$ cat config.mk
export PLATFORM = sky130hd
export DESIGN_NAME = sfcm_top
export DESIGN_NICKNAME = d
export VERILOG_FILES = /design/src/inc/sfcm_pkg.sv /design/src/logic/sfcm_fifo.sv /design/src/logic/sfcm_top.sv
export SDC_FILE = /design/constraint.sdc
export NUM_CORES = 1
export LEC_CHECK = 0
export ABC_AREA = 0
export BUFFER_PORTS_ARGS = -buffer_cell sky130_fd_sc_hd__buf_2
export CAP_MARGIN = 30
export CORE_MARGIN = 2
export CORE_UTILIZATION = 55
export CTS_BUF_LIST = sky130_fd_sc_hd__clkbuf_4
export CTS_CLUSTER_SIZE = 40
export DETAILED_ROUTE_END_ITERATION = 8
export PLACE_DENSITY = 0.75
export SYNTH_ARGS = -nofsm -noshare
export SYNTH_HDL_FRONTEND = slang
export SYNTH_SLANG_ARGS = --single-unit
$ cat constraint.sdc
create_clock -name CLK_SYS -period 3.8 [get_ports CLK_SYS]
set_input_delay 0.57 -clock CLK_SYS [delete_from_list [all_inputs] [get_ports CLK_SYS]]
set_output_delay 0.57 -clock CLK_SYS [all_outputs]
set_load 0.02 [all_outputs]
$ cat src/inc/sfcm_pkg.sv
// Package: constants for the serial frame check and write-multiple responder
package sfcm_pkg;
    localparam logic [7:0] SFCM_FUNC_WRITE_MULTI = 8'h10;
    localparam logic [15:0] SFCM_CRC_INIT = 16'hFFFF;
    localparam logic [15:0] SFCM_CRC_POLY = 16'hA001;
    localparam int SFCM_BITS_PER_BYTE = 8;
    localparam int SFCM_HDR_BYTES = 7;
    localparam int SFCM_REPLY_BYTES = 6;
    localparam int SFCM_CLK_MHZ = 200;
    localparam int SFCM_SILENCE_MS = 10;
    localparam int SFCM_SILENCE_CYCLES = SFCM_SILENCE_MS * 1000 * SFCM_CLK_MHZ + 1;
    localparam int SFCM_FIFO_DEPTH = 4;
    localparam logic [7:0] SFCM_ASCII_ZERO = 8'h30;
    localparam logic [7:0] SFCM_ASCII_A_MINUS_10 = 8'h37;
    localparam logic [7:0] SFCM_ASCII_COLON = 8'h3A;
    localparam logic [7:0] SFCM_ASCII_CR = 8'h0D;
    localparam logic [7:0] SFCM_ASCII_LF = 8'h0A;
endpackage

$ cat src/logic/sfcm_fifo.sv
// Small valid/ready FIFO carrying received frame bytes
`timescale 1ns/1ps
module sfcm_fifo #(
    parameter int WIDTH = 9,
    parameter int DEPTH = 4
) (
    input wire logic clk,
    input wire logic reset_n,
    input wire logic in_valid,
    output logic in_ready,
    input wire logic [WIDTH-1:0] in_data,
    output logic out_valid,
    input wire logic out_ready,
    output logic [WIDTH-1:0] out_data
);
    localparam int AW = $clog2(DEPTH);
    logic [WIDTH-1:0] mem [DEPTH];
    logic [AW-1:0] wr_ptr;
    logic [AW-1:0] rd_ptr;
    logic [AW:0] count;
    wire do_wr = in_valid && in_ready;
    wire do_rd = out_valid && out_ready;
    assign in_ready = (count != (AW+1)'(DEPTH));
    assign out_valid = (count != '0);
    assign out_data = mem[rd_ptr];

    always_ff @(posedge clk or negedge reset_n)
    begin
        if (!reset_n)
        begin
            wr_ptr <= '0;
            rd_ptr <= '0;
            count <= '0;
        end
        else
        begin
            if (do_wr)
                wr_ptr <= (wr_ptr == AW'(DEPTH - 1)) ? '0 : wr_ptr + AW'(1);
            if (do_rd)
                rd_ptr <= (rd_ptr == AW'(DEPTH - 1)) ? '0 : rd_ptr + AW'(1);
            count <= count + (AW+1)'(do_wr) - (AW+1)'(do_rd);
        end
    end

    always_ff @(posedge clk)
    begin
        if (do_wr)
            mem[wr_ptr] <= in_data;
    end
endmodule // sfcm_fifo

$ cat src/logic/sfcm_top.sv
// Write-multiple frame checker and responder with LRC and bit-serial CRC
`timescale 1ns/1ps
module sfcm_top
    import sfcm_pkg::*;
#(
    parameter int SILENCE_CYCLES = sfcm_pkg::SFCM_SILENCE_CYCLES,
    parameter logic [7:0] STATION = 8'h01
) (
    input wire logic CLK_SYS,
    input wire logic RESET_N,
    input wire logic ASCII_MODE,
    input wire logic RX_VALID,
    output logic RX_READY,
    input wire logic [7:0] RX_BYTE,
    input wire logic RX_END,
    output logic TX_VALID,
    input wire logic TX_READY,
    output logic [7:0] TX_BYTE,
    output logic FRAME_OK,
    output logic FRAME_BAD,
    output logic [15:0] WORD_DATA,
    output logic [15:0] WORD_ADDR,
    output logic WORD_STROBE
);
    import sfcm_pkg::*;

    ////////////////////////////////////////////////////////////////////////////
    // Input FIFO; bit 8 marks an explicit end of frame (ASCII LF seen upstream)
    logic f_valid;
    logic f_ready;
    logic [8:0] f_data;
    sfcm_fifo #(.WIDTH(9), .DEPTH(SFCM_FIFO_DEPTH)) u_fifo (
        .clk(CLK_SYS),
        .reset_n(RESET_N),
        .in_valid(RX_VALID),
        .in_ready(RX_READY),
        .in_data({RX_END, RX_BYTE}),
        .out_valid(f_valid),
        .out_ready(f_ready),
        .out_data(f_data)
    );

    typedef enum {S_IDLE, S_RX, S_CRC, S_CHECK, S_TX_BYTE} sfcm_state_e;
    sfcm_state_e state;
    sfcm_state_e next_state;

    logic [15:0] crc;
    logic [7:0] lrc;
    logic [2:0] bit_cnt;
    logic [7:0] byte_idx;
    logic [7:0] hdr [SFCM_HDR_BYTES];
    logic [7:0] data_hi;
    logic [15:0] word_cnt;
    logic [31:0] idle_cnt;
    logic rx_done;
    logic [2:0] tx_idx;
    logic [1:0] tx_phase;
    logic [7:0] tx_cur;

    ////////////////////////////////////////////////////////////////////////////
    // Byte intake: in RTU mode CRC runs over every byte, so check bytes included;
    // a good frame then leaves the register at zero, avoiding a two-byte lookback.
    wire take = (state == S_RX || state == S_IDLE) && f_valid;
    assign f_ready = (state == S_RX || state == S_IDLE);
    wire [7:0] in_b = f_data[7:0];
    wire in_end = f_data[8];
    wire silence = (idle_cnt >= 32'(SILENCE_CYCLES)) && (state == S_RX) && !ASCII_MODE;
    wire ascii_end = take && in_end && ASCII_MODE;

    // One CRC bit step
    wire crc_lsb = crc[0];
    wire [15:0] crc_shift = {1'b0, crc[15:1]};
    wire [15:0] crc_step = crc_lsb ? (crc_shift ^ SFCM_CRC_POLY) : crc_shift;

    // Frame field checks; in ASCII mode the last byte is the LRC itself
    wire [15:0] req_words = {hdr[4], hdr[5]};
    wire hdr_ok = (hdr[0] == STATION) && (hdr[1] == SFCM_FUNC_WRITE_MULTI);
    wire cnt_ok = ({8'h00, hdr[6]} == {req_words[14:0], 1'b0}) && (req_words[15] == 1'b0);
    wire [7:0] total_exp = 8'(SFCM_HDR_BYTES) + hdr[6] + (ASCII_MODE ? 8'd1 : 8'd2);
    wire len_ok = (byte_idx == total_exp);
    wire chk_ok = ASCII_MODE ? (lrc == 8'h00) : (crc == 16'h0000);
    wire frame_good = hdr_ok && cnt_ok && len_ok && chk_ok;

    // Reply bytes: echo of the first six header bytes
    wire [7:0] reply_b = hdr[tx_idx];
    wire [15:0] crc_b = crc;
    wire [7:0] lrc_b = 8'(-lrc);

    ////////////////////////////////////////////////////////////////////////////
    always_comb
    begin
        next_state = state;
        unique case (state)
            // In RTU the first byte needs its eight shifts like every other byte
            S_IDLE: if (take) next_state = ASCII_MODE ? S_RX : S_CRC;
            S_RX:
            begin
                if (take && !ASCII_MODE)
                    next_state = S_CRC;
                else if (ascii_end || silence)
                    next_state = S_CHECK;
            end
            S_CRC: if (bit_cnt == 3'(SFCM_BITS_PER_BYTE - 1)) next_state = rx_done ? S_CHECK : S_RX;
            S_CHECK: next_state = frame_good ? S_TX_BYTE : S_IDLE;
            S_TX_BYTE:
            begin
                // Leave on acceptance of the last character so that it goes out once only
                if (TX_READY && (ASCII_MODE ? (tx_phase == 2'h3) : (tx_idx == 3'(SFCM_REPLY_BYTES + 1))))
                    next_state = S_IDLE;
            end
        endcase
    end

    ////////////////////////////////////////////////////////////////////////////
    // Transmit: tx_phase steps through the parts; ASCII sends :, hex pairs, CR, LF.
    // RTU sends six echo bytes then CRC low, high. Modelled as one stream index.
    logic [7:0] tx_byte_now;
    logic tx_last_item;
    wire [3:0] tx_items = ASCII_MODE ? 4'(SFCM_REPLY_BYTES + 1) : 4'(SFCM_REPLY_BYTES + 2);
    logic [3:0] tx_item;
    logic tx_hex_lo;
    always_comb
    begin
        tx_byte_now = 8'h00;
        if (tx_item < 4'(SFCM_REPLY_BYTES))
            tx_byte_now = reply_b;
        else if (ASCII_MODE)
            tx_byte_now = lrc_b;
        else if (tx_item == 4'(SFCM_REPLY_BYTES))
            tx_byte_now = crc_b[7:0];
        else
            tx_byte_now = crc_b[15:8];
    end
    assign tx_last_item = (tx_item == tx_items - 4'd1);
    assign TX_VALID = (state == S_TX_BYTE);

    always_ff @(posedge CLK_SYS or negedge RESET_N)
    begin
        if (!RESET_N)
            state <= S_IDLE;
        else
            state <= next_state;
    end

    ////////////////////////////////////////////////////////////////////////////
    always_ff @(posedge CLK_SYS or negedge RESET_N)
    begin
        if (!RESET_N)
        begin
            crc <= SFCM_CRC_INIT;
            lrc <= 8'h00;
            bit_cnt <= 3'd0;
            byte_idx <= 8'h00;
            idle_cnt <= 32'd0;
            rx_done <= 1'b0;
            data_hi <= 8'h00;
            word_cnt <= 16'h0000;
            for (int i = 0; i < SFCM_HDR_BYTES; i++)
                hdr[i] <= 8'h00;
        end
        else
        begin
            idle_cnt <= take ? 32'd0 : ((idle_cnt < 32'(SILENCE_CYCLES)) ? idle_cnt + 32'd1 : idle_cnt);
            if (state == S_IDLE && take)
            begin
                crc <= SFCM_CRC_INIT ^ {8'h00, in_b};
                lrc <= in_b;
                byte_idx <= 8'h01;
                hdr[0] <= in_b;
                bit_cnt <= 3'd0;
                rx_done <= 1'b0;
                word_cnt <= 16'h0000;
            end
            else if (state == S_RX && take)
            begin
                crc <= crc ^ {8'h00, in_b};
                lrc <= lrc + in_b;
                byte_idx <= byte_idx + 8'h01;
                if (byte_idx < 8'(SFCM_HDR_BYTES))
                    hdr[byte_idx[2:0]] <= in_b;
                // Data starts at an odd index, so odd bytes are high halves
                else if (byte_idx[0])
                    data_hi <= in_b;
                else
                    word_cnt <= word_cnt + 16'h0001;
            end
            else if (state == S_IDLE && !ASCII_MODE)
                crc <= SFCM_CRC_INIT;
            if (state == S_CRC)
            begin
                crc <= crc_step;
                bit_cnt <= bit_cnt + 3'd1;
            end
            if (silence)
                rx_done <= 1'b1;
            // Reply CRC recomputed over echo bytes before transmit
            if (state == S_CHECK)
                crc <= reply_crc(hdr[0], hdr[1], hdr[2], hdr[3], hdr[4], hdr[5]);
            if (state == S_CHECK)
                lrc <= hdr[0] + hdr[1] + hdr[2] + hdr[3] + hdr[4] + hdr[5];
        end
    end

    // Combinational reply CRC, same bit steps as the serial path
    function automatic logic [15:0] reply_crc(input logic [7:0] b0, input logic [7:0] b1, input logic [7:0] b2,
                                             input logic [7:0] b3, input logic [7:0] b4, input logic [7:0] b5);
        logic [15:0] c;
        logic [7:0] bs [6];
        c = SFCM_CRC_INIT;
        bs[0] = b0;
        bs[1] = b1;
        bs[2] = b2;
        bs[3] = b3;
        bs[4] = b4;
        bs[5] = b5;
        for (int k = 0; k < 6; k++)
        begin
            c = c ^ {8'h00, bs[k]};
            for (int j = 0; j < SFCM_BITS_PER_BYTE; j++)
                c = c[0] ? ({1'b0, c[15:1]} ^ SFCM_CRC_POLY) : {1'b0, c[15:1]};
        end
        return c;
    endfunction

    ////////////////////////////////////////////////////////////////////////////
    // Transmit sequencer
    always_ff @(posedge CLK_SYS or negedge RESET_N)
    begin
        if (!RESET_N)
        begin
            tx_item <= 4'd0;
            tx_phase <= 2'd0;
            tx_hex_lo <= 1'b0;
            tx_idx <= 3'd0;
            tx_cur <= 8'h00;
            TX_BYTE <= 8'h00;
            FRAME_OK <= 1'b0;
            FRAME_BAD <= 1'b0;
            WORD_DATA <= 16'h0000;
            WORD_ADDR <= 16'h0000;
            WORD_STROBE <= 1'b0;
        end
        else
        begin
            FRAME_OK <= (state == S_CHECK) && frame_good;
            FRAME_BAD <= (state == S_CHECK) && !frame_good;
            WORD_STROBE <= 1'b0;
            if (state == S_RX && take && byte_idx >= 8'(SFCM_HDR_BYTES) && !byte_idx[0]
                && byte_idx < 8'(SFCM_HDR_BYTES) + hdr[6])
            begin
                WORD_DATA <= {data_hi, in_b};
                WORD_ADDR <= {hdr[2], hdr[3]} + word_cnt;
                WORD_STROBE <= 1'b1;
            end
            if (state == S_CHECK && frame_good)
            begin
                tx_item <= 4'd0;
                tx_idx <= 3'd0;
                tx_hex_lo <= 1'b0;
                tx_phase <= 2'd0;
                TX_BYTE <= ASCII_MODE ? SFCM_ASCII_COLON : hdr[0];
            end
            else if (state == S_TX_BYTE && TX_READY)
            begin
                if (ASCII_MODE)
                begin
                    // Phase 0 start char, 1 hex chars, 2 CR, 3 LF
                    unique case (tx_phase)
                        2'd0:
                        begin
                            tx_phase <= 2'd1;
                            tx_cur <= tx_byte_now;
                            TX_BYTE <= hexc(tx_byte_now[7:4]);
                        end
                        2'd1:
                        begin
                            if (!tx_hex_lo)
                            begin
                                tx_hex_lo <= 1'b1;
                                TX_BYTE <= hexc(tx_cur[3:0]);
                            end
                            else if (!tx_last_item)
                            begin
                                tx_hex_lo <= 1'b0;
                                tx_item <= tx_item + 4'd1;
                                tx_idx <= tx_idx + 3'd1;
                                tx_cur <= next_b(tx_item + 4'd1);
                                TX_BYTE <= hexc(next_b(tx_item + 4'd1) >> 4);
                            end
                            else
                            begin
                                tx_phase <= 2'd2;
                                TX_BYTE <= SFCM_ASCII_CR;
                            end
                        end
                        2'd2:
                        begin
                            tx_phase <= 2'd3;
                            TX_BYTE <= SFCM_ASCII_LF;
                        end
                        2'd3: tx_phase <= 2'h3;
                    endcase
                end
                else if (!tx_last_item)
                begin
                    tx_item <= tx_item + 4'd1;
                    tx_idx <= tx_idx + 3'd1;
                    TX_BYTE <= next_b(tx_item + 4'd1);
                end
            end
        end
    end

    function automatic logic [7:0] hexc(input logic [7:0] v);
        return (v[3:0] < 4'hA) ? (SFCM_ASCII_ZERO + {4'h0, v[3:0]}) : (SFCM_ASCII_A_MINUS_10 + {4'h0, v[3:0]});
    endfunction

    function automatic logic [7:0] next_b(input logic [3:0] it);
        if (it < 4'(SFCM_REPLY_BYTES))
            return hdr[it[2:0]];
        else if (ASCII_MODE)
            return lrc_b;
        else if (it == 4'(SFCM_REPLY_BYTES))
            return crc_b[7:0];
        else
            return crc_b[15:8];
    endfunction
endmodule // sfcm_top

After elaboration in Yosys (flattened, before gate mapping)
Memory sizes are Yosys's and may differ from the RTL's.
Cells that the tools add are included.
{"block": "word_totals", "ram_bits": 36, "reg_bits": 244, "out_inout_bits": 45, "memories": 1, "elab_cells": 376, "inputBits": 14}
{"block": "classes", "n_mux": 147, "addsub": 27, "n_reduce_logical": 56, "n_eq_ne": 37, "n_bitwise": 64, "magnitude_cmp": 14}
{"name": "u_fifo.mem", "depth": 4, "width": 9, "rd": 1, "rd_ports_with_merged_regs": 0, "wr": 1, "line": "sfcm_fifo.sv:17", "text": "logic [WIDTH-1:0] mem [DEPTH];"}
{"op": "$mux 16", "n": 58}
{"op": "$mux 32", "n": 7}
{"op": "$mux 8", "n": 28}
{"op": "$pmux 32 s5", "n": 1}
{"op": "$not 2->3", "n": 49}
{"op": "$mux 56", "n": 2}
{"op": "$eq 32x2->1 const B", "n": 3}
{"op": "$eq 32x3->1 const B", "n": 3}
{"op": "$xor 16x8->16", "n": 6}
{"op": "$logic_not 32->1", "n": 2}
{"op": "$bwmux 56", "n": 1}
{"op": "$add 8x8->8", "n": 6}
{"op": "$bmux 8 s3", "n": 2}
{"op": "$add 6x4->7 const A", "n": 6}
{"op": "$mux 7", "n": 5}
{"op": "$add 32x1->32 const B", "n": 1}
{"op": "$eq 32x1->1 const B", "n": 1}
{"op": "$eq 32x4->1 const B", "n": 1}
{"op": "$ge 32x21->1 const B", "n": 1}
{"op": "$lt 32x21->1 const B", "n": 1}
{"op": "$not 8->16", "n": 2}
{"op": "$mux 4", "n": 7}
{"op": "$mux 3", "n": 9}
{"op": "$demux 8 s3", "n": 1}
{"op": "55 further kinds", "n": 142}

Longest topological paths before layout
{"block": "depth", "word_depth": 103, "ltp_mapped": 16, "mapped_depth_nobuf": 15}

By module
A second synthesis with hierarchy kept.
{"block": "hier_totals", "hier_cells": 1658, "area_unflattened_um2": 16648.5}
{"module": "sfcm_top", "cells_each": 1573, "seq_area_each_um2": 5225.0, "instances": 1, "area_per_inst_um2": 14908.0}
{"module": "sfcm_fifo", "cells_each": 85, "seq_area_each_um2": 1256.2, "instances": 1, "area_per_inst_um2": 1740.4}

Worst setup path after synthesis
Ideal clock, no wire load.
{"block": "synth_path", "path_type": "register to register", "from": "register u_fifo.rd_ptr[0]", "to": "register lrc[7]", "arrival_ps": 3545, "setup_ps": 82, "setup_slack_ps": 173, "path_stages_with_launch": 14, "t_required_ps": 3718, "path_cell_list": "dfrtp_1 > buf_1 > mux4_2 > clkbuf_1 > ha_1 > a21o_1 > a21oi_1 > o21bai_1 > a21oi_1 > o21bai_1 > a21oi_1 > mux2_2 > a311o_1 > o22ai_1"}
{"block": "synth_via", "elab_chain_len": 5}
{"item": "from (decl)", "line": "sfcm_fifo.sv:19", "text": "logic [AW-1:0] rd_ptr;"}
{"item": "from (signal assigned)", "line": "sfcm_fifo.sv:40", "text": "rd_ptr <= (rd_ptr == AW'(DEPTH - 1)) ? '0 : rd_ptr + AW'(1);"}
{"item": "$mem_v2 4x9"}
{"item": "named net f_data[0]", "line": "sfcm_top.sv:31", "text": "logic [8:0] f_data;"}
{"item": "$add 8x8->8", "line": "sfcm_top.sv:177", "text": "lrc <= lrc + in_b;"}
{"item": "$mux 8", "line": "sfcm_top.sv:174", "text": "else if (state == S_RX && take)"}
{"item": "$mux 8", "line": "sfcm_top.sv:164", "text": "if (state == S_IDLE && take)"}
{"item": "$mux 8", "line": "sfcm_top.sv:199", "text": "if (state == S_CHECK)"}
{"item": "to (signal assigned)", "line": "sfcm_top.sv:167", "text": "lrc <= in_b;"}
{"item": "to (signal assigned)", "line": "sfcm_top.sv:177"}
{"item": "to (signal assigned)", "line": "sfcm_top.sv:200", "text": "lrc <= hdr[0] + hdr[1] + hdr[2] + hdr[3] + hdr[4] + hdr[5];"}
{"item": "to (decl)", "line": "sfcm_top.sv:48", "text": "logic [7:0] lrc;"}
The timed path passes the listed nets, and every way through them passes these cells. The select of a mux whose other input is x is not followed.
A chain may end at the register's enable or synchronous reset.

Worst setup path after layout
{"block": "layout_path", "from": "register hdr[0] (netlist bit)", "to": "register TX_BYTE[3]"}
{"block": "layout_via", "elab_chain_len": 8, "elab_cells_between_ends": 14}
{"item": "from (decl)", "line": "sfcm_top.sv:51", "text": "logic [7:0] hdr [SFCM_HDR_BYTES];"}
{"item": "from (signal, indexed assignment)", "line": "sfcm_top.sv:180", "text": "hdr[byte_idx[2:0]] <= in_b;"}
{"item": "$add 3x8->8 / $eq 8x16->1 (equally long branches)", "line": "sfcm_top.sv:79, sfcm_top.sv:78"}
{"item": "$add 8x2->8 / $logic_and 1x1->1 (equally long branches)", "line": "sfcm_top.sv:79, sfcm_top.sv:78"}
{"item": "$eq 8x8->1 / $logic_and 1x1->1 (equally long branches)", "line": "sfcm_top.sv:80, sfcm_top.sv:82"}
{"item": "$logic_and 1x1->1 * (2 in a row)", "line": "sfcm_top.sv:82", "text": "wire frame_good = hdr_ok && cnt_ok && len_ok && chk_ok;"}
{"item": "$logic_and 1x1->1 *", "line": "sfcm_top.sv:255", "text": "if (state == S_CHECK && frame_good)"}
{"item": "$ne 5x1->1 (no source line) (tied with other cells)"}
{"item": "$reduce_and 3->1 (no source line)"}
{"item": "to (signal assigned)", "line": "sfcm_top.sv:261", "text": "TX_BYTE <= ASCII_MODE ? SFCM_ASCII_COLON : hdr[0];"}
{"item": "to (signal assigned)", "line": "sfcm_top.sv:273", "text": "TX_BYTE <= hexc(tx_byte_now[7:4]);"}
{"item": "to (signal assigned)", "line": "sfcm_top.sv:280", "text": "TX_BYTE <= hexc(tx_cur[3:0]);"}
{"item": "to (decl)", "line": "sfcm_top.sv:18", "text": "output logic [7:0] TX_BYTE,"}
Every way passes the cells marked *; elsewhere a longest branch is shown, timed or not.

==> results by group <==
Detailed routing
  • Antenna-violating nets left: 0
  • Residual DRC: 0
  • Iteration-0 DRC count of the detailed router: between 1500 and 2000
  • First-pass iteration count of the detailed router: 5
  • Via density: 6.094
  • Routed len/inst: 21.54 µm
  • Total number of vias: ~14000
  • Top routing layer used: met4
  • M1 wire length: 20.17 mm
  • WL met2: 21.77 mm
  • Met3 wire len: 4.243 mm
  • Post-detailed-routing wire length: 48.13 mm

Floorplan
  • Chip height: 178.4 µm
  • Initial Util: 56.16%
  • Die footprint: 0.03184 mm²
  • Chip width: 178.4 µm
  • # rows: 63
  • IO Pins: 59
  • Core footprint: 0.02980 mm²

Timing
  • Final Cycle Share: around 94%
  • Worst-Margin Slew: a little under 1 ns
  • Max transition margin: 35.48%
  • Max Slew Vio Count: 0
  • Final-report setup violation count: 0
  • Final hold viol count: 0
  • Tmin final: roughly 3.6 ns
  • Min Hold Slack: around 0.054 ns
  • RSZ-0062 raised after global routing: false
  • Max Fclk: 0.2803 GHz
  • Clock skew: ~0.055 ns
  • Fin Setup TNS: 0 ns

Global route
  • Global-route usage over all layers: between 30% and 40%
  • Largest net degree at the start of global routing: 93
  • First-pass GRT wire length: 75.41 mm
  • Vias in the first global route: 13490
  • Congestion Overflow GR: 0
  • Initial antenna violation count: 1

Run
  • Max-Cap Viols: 0

Yosys
  • Synth Warn #: 0
  • Sequential element share of the synthesized area: 38.73%
  • Post-synth ARST share: 85.66%
  • Synth Flop Type: dfrtp_1
  • Top cell types by occurrence after synthesis: 199 x dfrtp_1, 175 x nand2_1, 126 x nor2_1
  • Avg Cell Area, Syn: 9.937 µm²
  • Yosys reg bits: 251
  • Synth area leader: dfrtp_1
  • Synth unique cells: 82
  • Synthesized instance count: 1684
  • Syn nets: ~1800
  • Syn Std Cell Area: 0.01673 mm²
  • Post-synth EDFFs: 36
  • Count leader, synth: dfrtp_1
  • Synth top area share: 29.76%
  • Top cells by area, synth: dfrtp_1 30%, edfxtp_1 6.5%, xnor2_1 6.0%

Place
  • Placer Congestion: 1.042
  • Port Buffers: 58
  • Placed standard-cell area: 0.01767 mm²
  • Detailed placement HPWL: 35.25 mm

Pwr
  • Comb pwr share: 66.5%
  • Switch share: a little under half
  • PD cells: between 1000 and 1500 mW/mm²
  • Cell leakage power: approximately 0.0084 µW
  • Clock power share: 12.2%
  • Peak supply drop: 908.5 µV
  • Int Power: 10760 µW
  • Sw power: 9701 µW
  • Sequential share of power: 21.2%

Clock network
  • CTS tree: built
  • Num Clock Sinks: 251
  • Number of CTS-inserted buffers: 72
  • H-tree depth: 3
  • Clk_lat worst skew: 0.75 ns
  • Clock Pin Slew Worst Setup and Hold Paths: ~0.09 ns
  • CTS Buffer Depth: 3
  • Clock Root Buffer: clkbuf_4

Worst setup path
  • Startpoint types: flip-flop
  • CP cell instances: inv_1, ha_1, fa_1, xor2_1, nand4_1, nor4_1, nand4_1, nor3_2, o2111ai_4, buf_4, mux2i_1, mux2i_1, mux2_2
  • Largest fanout on the critical path: 11
  • Max incr delay on CP: 0.54 ns
  • Setup CP Type: reg -> reg
  • R2r worst-path depth: 13
  • Required time worst endpoint: 4.41 ns
  • Slowest CP cell: fa_1
  • Endpoint type of the worst setup path: flip-flop
  • Critical Path AT: 4.18 ns

Final layout
  • FILL cells: about 2500
  • Share of layout cells above drive strength 1: roughly a fifth
  • Synth-to-Final Area Change: 11.20%
  • Final nets: 1912
  • Post-route cell area: roughly 0.019 mm²

Worst hold path
  • Hold path depth: 1
  • Hold Path Class: in -> reg

Status
  • Status: completed
-- cell usage in the layout (no fill, tap or decap), types with 16 or more instances in the layout --
master / count
dfrtp_1: 199
nand2_1: 175
nor2_1: 126
xnor2_1: 115
a21oi_1: 105
clkbuf_4: 98
o21ai_0: 81
ha_1: 75
buf_4: 75
mux2_2: 73
inv_1: 72
buf_2: 57
xor2_1: 49
edfxtp_1: 36
nor3_1: 32
mux2i_1: 32
fa_1: 31
nand3_1: 30
mux4_2: 23
o211ai_1: 23
a211oi_1: 17
nand4_1: 17
clkinv_1: 17
and3_1: 17
nor4_1: 16
dfstp_2: 16
-- power groups by stage --
stage          Combinational [µW]  Clock, µW  Sequential [µW]
6_report                    13600       2500             4340
5_1_grt                     14500       2710             4420
4_1_cts                     13500       2560             4310
3_5_place_dp                13400          0             4350
3_3_place_gp                13200          0             4320
2_1_floorplan                9930          0             4090
-- kinds of logic after synthesis --
logic type,count (synthesis),synth area share [%]
DFF,251,38.73
xor gates and xnor gates,180,10.56
muxes,131,10.30
adders and majority gates,106,9.317
buffers and inverters,177,4.187
and+or+nand+nor,499,14.09
AOI/OAI and AO/OA,340,12.82
-- worst max-delay path: cells and delay by family (launching register included) --
kind | cells | cell delay [ns]
xor+xnor | 1 | 0.18
mux | 3 | 0.52
buf+inv | 2 | 0.39
compound gates | 1 | 0.30
flops | 1 | 0.39
fa+ha+maj | 2 | 0.86
simple gates | 4 | 0.79
-- per-layer routing --
| metal | up-vias | track usage, % |
|---|---|---|
| met2 | 605 | 47.97 |
| met3 | 128 | 7.246 |
| met4 | 0 | 13.89 |
| li1 | 6209 | - |
| met5 | - | 0 |
| met1 | 6679 | 42.22 |
-- repair_timing --
action	CTS	global route
setup buffers	0	4
endpoints found under the setup margin	0	2
endpoints found under the hold margin	75	0
resized for setup	0	3
hold buffers	1	0
-- layout make-up --
| class | count | area, µm² | share of cell area, % |
|---|---|---|---|
| Tap cell | 390 | 488.0 | 2.622 |
| Antenna cell | 2 | 5.005 | 0.02690 |
| Clock inverter | 27 | 148.9 | 0.8002 |
| Inverter | 76 | 285.3 | 1.533 |
| Timing Repair Buffer | 135 | 893.4 | 4.801 |
| Sequential cell | 251 | 6481 | 34.83 |
| Multi-Input combinational cell | 1256 | 9570 | 51.43 |
| Clock buffer | 98 | 735.7 | 3.954 |
-- final timing paths --
kind,to,slack [ns],startpoint
worst max register to register,TX_BYTE[3]$_DFFE_PN0P_,0.23,hdr[0]$_DFFE_PN0P_
worst min register to register,WORD_DATA[11]$_DFFE_PN0P_,0.46,data_hi[3]$_DFFE_PN0P_
min in group asynchronous,tx_phase[1]$_DFFE_PN0P_,0.42,RESET_N
max in group asynchronous,idle_cnt[4]$_DFFE_PN0P_,2.34,RESET_N
worst max-delay path,TX_BYTE[3]$_DFFE_PN0P_,0.23,hdr[0]$_DFFE_PN0P_
worst min-delay path,u_fifo.mem[0][3]$_DFFE_PP_,0.05,RX_BYTE[3]
-- stage by stage --
step           utilization (%)  setup slack, ns  power [µW]  cells
2_1_floorplan                -           0.1730       14020   1684
3_3_place_gp             59.26           0.1490       17490   2102
3_5_place_dp             59.29          0.05653       17740   2103
4_1_cts                  62.29           0.2260       20350   2229
5_1_grt                  62.45          0.01801       21620   2235
6_report                 62.45           0.2320       20460   2235
-- flip-flops by register name (all words and copies together) (netlist names), 16 cells and up --
signal / count
crc: 16
WORD_DATA: 16
word_cnt: 16
hdr: 56
idle_cnt: 32
WORD_ADDR: 16
u_fifo.mem: 36
(Power assumes the default switching activity.)
